## src/inc/psvb_pkg.sv

```systemverilog
// Package for the port and special variable bank: offsets, layouts, resets
package psvb_pkg;
    // -------------------------------------------------------------------
    // Register byte offsets
    // -------------------------------------------------------------------
    localparam logic [11:0] OFF_INPUT_PORT = 12'h000;
    localparam logic [11:0] OFF_OUTPUT_LATCH = 12'h004;
    localparam logic [11:0] OFF_PIN_DIR = 12'h008;
    localparam logic [11:0] OFF_INFRA_KEY = 12'h00C;
    localparam logic [11:0] OFF_SCRATCH_PTR = 12'h010;
    localparam logic [11:0] OFF_SYS_EVENTS = 12'h014;
    localparam logic [11:0] OFF_IND_PLAIN = 12'h018;
    localparam logic [11:0] OFF_IND_INC = 12'h01C;
    localparam logic [11:0] OFF_IND_DEC = 12'h020;
    localparam logic [11:0] OFF_COPY_IN_OUT = 12'h024;
    localparam logic [11:0] OFF_INPUT_BIT = 12'h028;
    localparam logic [11:0] OFF_OUTPUT_BIT = 12'h02C;
    localparam logic [11:0] OFF_IRQ_MASK = 12'h030;
    localparam logic [11:0] OFF_STORE_BASE = 12'h140;
    localparam logic [11:0] OFF_STORE_LAST = 12'h1FC;
    // -------------------------------------------------------------------
    // Storage byte addresses and flag positions
    // -------------------------------------------------------------------
    localparam int STORE_FIRST = 80;
    localparam int STORE_LAST = 127;
    localparam int FLAG_SER_RX = 5;
    localparam int FLAG_SLAVE_WR = 6;
    localparam int FLAG_TIMER_OV = 7;
    // -------------------------------------------------------------------
    // Reset value and response codes
    // -------------------------------------------------------------------
    localparam logic [7:0] RST_BYTE = 8'h00;
    localparam logic [1:0] RESP_OKAY = 2'h0;
    localparam logic [1:0] RESP_SLVERR = 2'h2;
endpackage : psvb_pkg

```

## src/hdl/psvb_bank.sv

```systemverilog
// Port, direction, scratchpad pointer, system flags and storage bank
`timescale 1ns/1ps
`default_nettype none
module psvb_bank
    import psvb_pkg::*;
#(
    parameter logic [7:0] IN_PIN_MASK = 8'hFF,
    parameter logic [7:0] OUT_PIN_MASK = 8'hFF,
    parameter logic [7:0] DIR_PIN_MASK = 8'hFF,
    parameter int SCRATCH_DEPTH = 128
) (
    input wire logic clk,
    input wire logic rst,
    input wire logic [11:0] s_axi_awaddr,
    input wire logic s_axi_awvalid,
    output logic s_axi_awready,
    input wire logic [31:0] s_axi_wdata,
    input wire logic [3:0] s_axi_wstrb,
    input wire logic s_axi_wvalid,
    output logic s_axi_wready,
    output logic [1:0] s_axi_bresp,
    output logic s_axi_bvalid,
    input wire logic s_axi_bready,
    input wire logic [11:0] s_axi_araddr,
    input wire logic s_axi_arvalid,
    output logic s_axi_arready,
    output logic [31:0] s_axi_rdata,
    output logic [1:0] s_axi_rresp,
    output logic s_axi_rvalid,
    input wire logic s_axi_rready,
    input wire logic [7:0] port_in,
    output logic [7:0] port_out,
    output logic [7:0] port_dir,
    input wire logic serial_rx_event,
    input wire logic slave_write_event,
    input wire logic timer_overflow_event,
    output logic irq
);
    // -------------------------------------------------------------------
    // Elaboration checks
    // -------------------------------------------------------------------
    if (SCRATCH_DEPTH != 128) begin : g_bad_depth
        $error("psvb_bank: scratchpad depth must be 128");
    end

    // -------------------------------------------------------------------
    // State
    // -------------------------------------------------------------------
    logic [7:0] out_q;
    logic [7:0] dir_q;
    logic [7:0] infra_q;
    logic [7:0] ptr_q;
    logic [7:0] flags_q;
    logic [7:0] mask_q;
    logic [7:0] scratch_mem [0:SCRATCH_DEPTH-1];
    logic [7:0] store_mem [STORE_FIRST:STORE_LAST];
    logic aw_hold_q;
    logic w_hold_q;
    logic [11:0] awaddr_q;
    logic [7:0] wbyte_q;
    logic wlane_q;

    // Word offset to storage byte address; valid only when in range
    function automatic logic store_hit(input logic [11:0] a);
        store_hit = (a >= OFF_STORE_BASE) && (a <= OFF_STORE_LAST);
    endfunction : store_hit

    function automatic logic [6:0] store_idx(input logic [11:0] a);
        store_idx = a[8:2];
    endfunction : store_idx

    function automatic logic known(input logic [11:0] a);
        unique case (a)
            OFF_INPUT_PORT, OFF_OUTPUT_LATCH, OFF_PIN_DIR, OFF_INFRA_KEY,
            OFF_SCRATCH_PTR, OFF_SYS_EVENTS, OFF_IND_PLAIN, OFF_IND_INC,
            OFF_IND_DEC, OFF_COPY_IN_OUT, OFF_INPUT_BIT, OFF_OUTPUT_BIT,
            OFF_IRQ_MASK: known = 1'b1;
            default: known = store_hit(a);
        endcase
    endfunction : known

    // -------------------------------------------------------------------
    // Write channel: address and data taken in either order
    // -------------------------------------------------------------------
    logic wr_go;
    assign wr_go = aw_hold_q && w_hold_q && !s_axi_bvalid;

    always_ff @(posedge clk or posedge rst) begin
        if (rst) begin
            aw_hold_q <= 1'b0;
            awaddr_q <= 12'h000;
        end else if (s_axi_awvalid && s_axi_awready) begin
            aw_hold_q <= 1'b1;
            awaddr_q <= {s_axi_awaddr[11:2], 2'b00};
        end else if (wr_go) begin
            aw_hold_q <= 1'b0;
        end
    end

    always_ff @(posedge clk or posedge rst) begin
        if (rst) begin
            w_hold_q <= 1'b0;
            wbyte_q <= RST_BYTE;
            wlane_q <= 1'b0;
        end else if (s_axi_wvalid && s_axi_wready) begin
            w_hold_q <= 1'b1;
            wbyte_q <= s_axi_wdata[7:0];
            wlane_q <= s_axi_wstrb[0];
        end else if (wr_go) begin
            w_hold_q <= 1'b0;
        end
    end

    always_ff @(posedge clk or posedge rst) begin
        if (rst) begin
            s_axi_awready <= 1'b0;
            s_axi_wready <= 1'b0;
        end else begin
            s_axi_awready <= !aw_hold_q && !(s_axi_awvalid && s_axi_awready)
                && !s_axi_bvalid;
            s_axi_wready <= !w_hold_q && !(s_axi_wvalid && s_axi_wready)
                && !s_axi_bvalid;
        end
    end

    always_ff @(posedge clk or posedge rst) begin
        if (rst) begin
            s_axi_bvalid <= 1'b0;
            s_axi_bresp <= RESP_OKAY;
        end else if (wr_go) begin
            s_axi_bvalid <= 1'b1;
            s_axi_bresp <= known(awaddr_q) ? RESP_OKAY : RESP_SLVERR;
        end else if (s_axi_bready) begin
            s_axi_bvalid <= 1'b0;
        end
    end

    // Byte lane 0 carries all data; a write without it changes nothing
    logic wr_en;
    assign wr_en = wr_go && wlane_q;

    // -------------------------------------------------------------------
    // Read channel
    // -------------------------------------------------------------------
    logic rd_go;
    logic [11:0] raddr;
    assign rd_go = s_axi_arvalid && s_axi_arready;
    assign raddr = {s_axi_araddr[11:2], 2'b00};

    // Indirect accesses move the pointer, so bus reads and writes of them
    // must not land in the same cycle; reads wait while a write is pending.
    always_ff @(posedge clk or posedge rst) begin
        if (rst) begin
            s_axi_arready <= 1'b0;
        end else begin
            // A write whose halves are held or being taken may commit next
            // cycle; holding arready low here keeps the pointer step of a
            // read from ever meeting that of a write.
            s_axi_arready <= !s_axi_rvalid && !rd_go && !wr_go
                && !aw_hold_q && !w_hold_q
                && !(s_axi_awvalid && s_axi_awready)
                && !(s_axi_wvalid && s_axi_wready);
        end
    end

    logic [7:0] rbyte;
    always_comb begin
        rbyte = RST_BYTE;
        unique case (raddr)
            OFF_INPUT_PORT: rbyte = port_in & IN_PIN_MASK;
            OFF_PIN_DIR: rbyte = dir_q & DIR_PIN_MASK;
            OFF_INFRA_KEY: rbyte = infra_q;
            OFF_SCRATCH_PTR: rbyte = ptr_q;
            OFF_SYS_EVENTS: rbyte = flags_q;
            OFF_IRQ_MASK: rbyte = mask_q;
            OFF_IND_PLAIN, OFF_IND_INC, OFF_IND_DEC: begin
                rbyte = scratch_mem[ptr_q[6:0]];
            end
            default: begin
                if (store_hit(raddr)) begin
                    rbyte = store_mem[store_idx(raddr)];
                end
            end
        endcase
    end

    always_ff @(posedge clk or posedge rst) begin
        if (rst) begin
            s_axi_rvalid <= 1'b0;
            s_axi_rdata <= 32'h0000_0000;
            s_axi_rresp <= RESP_OKAY;
        end else if (rd_go) begin
            s_axi_rvalid <= 1'b1;
            s_axi_rresp <= (known(raddr) && raddr != OFF_OUTPUT_LATCH &&
                raddr != OFF_OUTPUT_BIT && raddr != OFF_COPY_IN_OUT)
                ? RESP_OKAY : RESP_SLVERR;
            if (raddr == OFF_INPUT_BIT) begin
                // No pin index is decoded here: a single input bit read
                // returns every bit at its own place, and software picks
                // the one it wants; missing pins are masked to zero
                s_axi_rdata <= {24'h000000, port_in & IN_PIN_MASK};
            end else begin
                s_axi_rdata <= {24'h000000, rbyte};
            end
        end else if (s_axi_rready) begin
            s_axi_rvalid <= 1'b0;
        end
    end

    // -------------------------------------------------------------------
    // Port, direction, spare byte and interrupt mask
    // -------------------------------------------------------------------
    always_ff @(posedge clk or posedge rst) begin
        if (rst) begin
            out_q <= RST_BYTE;
        end else if (wr_en) begin
            if (awaddr_q == OFF_OUTPUT_LATCH) begin
                out_q <= wbyte_q & OUT_PIN_MASK;
            end else if (awaddr_q == OFF_COPY_IN_OUT) begin
                out_q <= port_in & IN_PIN_MASK & OUT_PIN_MASK;
            end else if (awaddr_q == OFF_OUTPUT_BIT) begin
                // Data bit 3 is the level, bits 2:0 pick the pin
                if (OUT_PIN_MASK[wbyte_q[2:0]]) begin
                    out_q[wbyte_q[2:0]] <= wbyte_q[3];
                end
            end
        end
    end

    always_ff @(posedge clk or posedge rst) begin
        if (rst) begin
            dir_q <= RST_BYTE;
            infra_q <= RST_BYTE;
            mask_q <= RST_BYTE;
        end else if (wr_en) begin
            if (awaddr_q == OFF_PIN_DIR) begin
                dir_q <= wbyte_q & DIR_PIN_MASK;
            end
            if (awaddr_q == OFF_INFRA_KEY) begin
                infra_q <= wbyte_q;
            end
            if (awaddr_q == OFF_IRQ_MASK) begin
                mask_q <= wbyte_q;
            end
        end
    end

    always_ff @(posedge clk or posedge rst) begin
        if (rst) begin
            port_out <= RST_BYTE;
            port_dir <= RST_BYTE;
        end else begin
            port_out <= out_q;
            port_dir <= dir_q & DIR_PIN_MASK;
        end
    end

    // -------------------------------------------------------------------
    // Scratchpad pointer and indirect access
    // -------------------------------------------------------------------
    logic [11:0] ind_addr;
    logic ind_act;
    assign ind_addr = rd_go ? raddr : awaddr_q;
    assign ind_act = rd_go || wr_en;

    // A direct pointer write takes priority over any indirect step
    always_ff @(posedge clk or posedge rst) begin
        if (rst) begin
            ptr_q <= RST_BYTE;
        end else if (wr_en && awaddr_q == OFF_SCRATCH_PTR) begin
            ptr_q <= wbyte_q;
        end else if (ind_act && ind_addr == OFF_IND_INC) begin
            ptr_q <= ptr_q + 8'h01;
        end else if (ind_act && ind_addr == OFF_IND_DEC) begin
            ptr_q <= ptr_q - 8'h01;
        end
    end

    // The pointer wraps within the 128-byte scratchpad by dropping bit 7
    always_ff @(posedge clk) begin
        if (wr_en && (awaddr_q == OFF_IND_PLAIN || awaddr_q == OFF_IND_INC
                || awaddr_q == OFF_IND_DEC)) begin
            scratch_mem[ptr_q[6:0]] <= wbyte_q;
        end
    end

    always_ff @(posedge clk) begin
        if (wr_en && store_hit(awaddr_q)) begin
            store_mem[store_idx(awaddr_q)] <= wbyte_q;
        end
    end

    // -------------------------------------------------------------------
    // System flags and interrupt
    // -------------------------------------------------------------------
    logic [7:0] hw_set;
    assign hw_set = {timer_overflow_event, slave_write_event,
        serial_rx_event, 5'b00000};

    // Software writes the byte as plain storage; hardware set wins a clash
    always_ff @(posedge clk or posedge rst) begin
        if (rst) begin
            flags_q <= RST_BYTE;
        end else if (wr_en && awaddr_q == OFF_SYS_EVENTS) begin
            flags_q <= wbyte_q | hw_set;
        end else begin
            flags_q <= flags_q | hw_set;
        end
    end

    always_ff @(posedge clk or posedge rst) begin
        if (rst) begin
            irq <= 1'b0;
        end else begin
            irq <= |(flags_q & mask_q);
        end
    end
endmodule : psvb_bank
`default_nettype wire

```

## config.mk

```make
export PLATFORM = sky130hd
export DESIGN_NAME = psvb_bank
export DESIGN_NICKNAME = d
export VERILOG_FILES = /design/src/inc/psvb_pkg.sv /design/src/hdl/psvb_bank.sv
export SDC_FILE = /design/constraint.sdc
export NUM_CORES = 2
export LEC_CHECK = 0
export ABC_CLOCK_PERIOD_IN_PS = 5100
export BUFFER_PORTS_ARGS = -buffer_cell sky130_fd_sc_hd__buf_2
export CAP_MARGIN = 0
export CELL_PAD_IN_SITES_DETAIL_PLACEMENT = 0
export CELL_PAD_IN_SITES_GLOBAL_PLACEMENT = 1
export CORE_ASPECT_RATIO = 0.6
export CORE_MARGIN = 3
export CORE_UTILIZATION = 50
export DETAILED_ROUTE_END_ITERATION = 10
export PLACE_DENSITY = 0.74
export SYNTH_ARGS = -nofsm -noshare
export SYNTH_HDL_FRONTEND = slang
export SYNTH_SLANG_ARGS = --single-unit
```

## constraint.sdc

```tcl
create_clock -name clk -period 5.1 [get_ports clk]
set_input_delay 0.255 -clock clk [delete_from_list [all_inputs] [get_ports clk]]
set_output_delay 0.255 -clock clk [all_outputs]
set_load 0.01 [all_outputs]
```

==> reports/metrics.cfg <==
[final_layout]
nets = 3725
diodes = 0
drive_above_1_share = 0.1584
fin_area_sq_um = 65840
final_common_cell = edfxtp_1
areaGrowthSynthToFinish_pct = 11.27
fin_cells = 5321
final_cell_mix = 1408 x edfxtp_1, 295 x nor2_1, 216 x nand2_1

[sta]
fin_crit_sh = 0.7921
fmax_mhz = 247.5
maxSlewViolCount = 0
fin_crit_ns = 4.040
finalSetupViolCount = 0
slew-limit-headroom = 0.1583
hold_violations = 0
skew_ns = 0.02791
fin_tns_setup_ns = 0
worst_slew_pin_slew_ns = 1.231
rsz0062_at_grt = no

[power_and_ir_drop]
total_power_uw = 30810
power_density_nw_per_um2 = 467.9
leakage_uw = 0.02162
irDropWorstVdd_uv = 438.8

[cts]
cts_tree = done
cts.clk_slew.worst_paths_ns = 0.06
insertion_delay_ns = 0.76
cts_sinks = 1509
cts_root_buf = clkbuf_16
cts_setup_buffers = 0
cts_max_path_buffers = 3
cts_htree_levels = 4
ctsResizeCount = 0
hold_buffers = 32
cts_made_buffers = 134

[grt]
globalRouteOverflowTotal = 0
grt_pass1_vias = 32002
grt_antenna_before_repair = 3
grt_max_degree = 194
grt_use_total = 0.2580
grt_pass1_wl_microns = 229800

[floorplanning]
core_sq_um = 117000
pin_count = 136
initial_utilization = 0.5057
dieArea_sq_um = 122600
fp.dieH_microns = 272.5
rows = 97
fp.dieW_microns = 450.1

[job]
maxCapViolations = 0

[detailed_routing]
drt_iter0_drc = 4899
vias = 33761
drc = 0
viasPerCell = 6.345
wl_per_cell_microns = 29.68
wirelength_microns = 157900
ant_nets = 0
firstDrtPassIters = 6

[synth]
yosysTopAreaCellShare = 0.7146
synth_edf_count = 1408
synthCells = 3510
synth-seq-area-share = 0.7573
synth_area_sq_um = 59170
async_reset_ff_frac = 0.06693
synth.distinct_cells = 71
synth_top_area_cell = edfxtp_1
avgSynthCellArea_sq_um = 16.86
synthTopCellsByArea = edfxtp_1 71%, mux4_2 5.0%, dfrtp_1 4.3%
ys.flop_type = edfxtp_1
synth_seq_cells = 1509
yosys_warnings = 0

[worst_hold_path]
hold_path_depth = 4
hold_class = in2reg

[placed_design]
post_dp_cell_area_sq_um = 61420
io_buffer_count = 78
place_congestion = 0.8605
hpwl_microns = 98450
placed_cells = 5055

[worst_setup_path]
cp.required_ns = 5.75
cp-end-kind = register
ff2ff_path_depth = 9
arrival_ns = 4.69
start_kind = register
critical_path_class = reg2reg
cp_max_fo = 39

[run_status]
status = finished, final reports clean

## worst paths after layout
kind | from | endpoint | slack, ns
setup / recovery | ptr_q[1]$_DFFE_PP0P_ | s_axi_rdata[7]$_DFFE_PP0P_ | 1.06
min in group asynchronous | rst | s_axi_awready$_DFF_PP0_ | 0.13
setup reg to reg | ptr_q[1]$_DFFE_PP0P_ | s_axi_rdata[7]$_DFFE_PP0P_ | 1.06
hold / removal | port_in[2] | s_axi_rdata[2]$_DFFE_PP0P_ | 0.09
max in group asynchronous | rst | ptr_q[4]$_DFFE_PP0P_ | 4.08
hold reg to reg | out_q[1]$_DFFE_PP0P_ | port_out[1]$_DFF_PP0_ | 0.37
## logic make-up after synthesis
| group | share of synthesized area |
|---|---|
| simple gates | 0.05280 |
| xor+xnor | 0.001036 |
| flops | 0.7573 |
| fa+ha+maj | 0.001819 |
| other cells | 0.00006338 |
| compound gates | 0.08537 |
| mux | 0.07805 |
| buf+inv | 0.02358 |
## cell type report
cell class	count	area, sq um
multi-input combinational	1755	13120
timing repair buffer	223	1730
fill	9001	51160
clock buffer	177	3640
sequential	1509	44850
inverter	16	62.56
tap	1584	1982
clock inverter	57	455.4
## routing by layer
layer,vias to the layer above,track usage,part of all wire
met5,-,0.004297,0.00049
met3,191,0.08332,0.13
met2,1895,0.3370,0.40
li1,14237,-,-
met1,17434,0.4175,0.45
met4,4,0.05355,0.015
## critical path, cell delays in order (launching register included)
cell and delay, ns:
dfrtp_4 0.66, buf_4 0.37, and3_4 0.72, buf_4 0.52, a22oi_1 0.16, nand4_1 0.18
nand4_1 0.14, mux2i_1 0.45, o21ai_0 0.35, o41ai_2 0.37
## state kept, by name, indices dropped and copies added (netlist names), 8 cells and up
register	flops
dir_q	8
port_dir	8
port_out	8
scratch_mem	1024
infra_q	8
s_axi_rdata	8
awaddr_q	10
mask_q	8
store_mem	384
ptr_q	8
flags_q	8
wbyte_q	8
out_q	8
## Yosys cell counts (6+ instances only)
cell       count
a21oi_1      144
nand4_1       37
mux4_2       132
nor2b_1       11
nor2_1       298
a2111oi_0     18
a221o_1       14
mux2_2        43
buf_4         43
mux2i_1      116
a211o_1        8
nand3_1       42
a221oi_1      98
buf_6         15
a31oi_1        8
o22a_1         6
o211ai_1      42
and3_1         8
a211oi_1      12
inv_1         15
or3_1         20
buf_2         65
nor3_1        34
edfxtp_1    1408
nand2_1      216
or2_2         10
buf_1         21
o221ai_1      14
a22oi_1      167
dfrtp_1      101
o32ai_1        8
clkbuf_1     109
o21ai_0       91
ha_1           7
o31ai_1       12
a22o_1        27
o2bb2ai_1      8
o2111ai_1      6
## power breakdown
| part | switching, uW | internal (uW) |
|---|---|---|
| clock network | 4460 | 5300 |
| registers | 698 | 15500 |
| logic | 3680 | 1180 |
| total | 8840 | 22000 |
## per-stage QoR
stage	hold WS [ns]	setup slack, ns	util
2_1_floorplan	0.3501	1.282	-
5_1_grt	0.08853	0.8643	0.5627
3_5_place_dp	0.3640	1.124	0.5250
6_report	0.08953	1.060	0.5627
3_3_place_gp	0.3621	1.105	0.5250
4_1_cts	0.007779	1.108	0.5627
(Power assumes the default switching activity.)
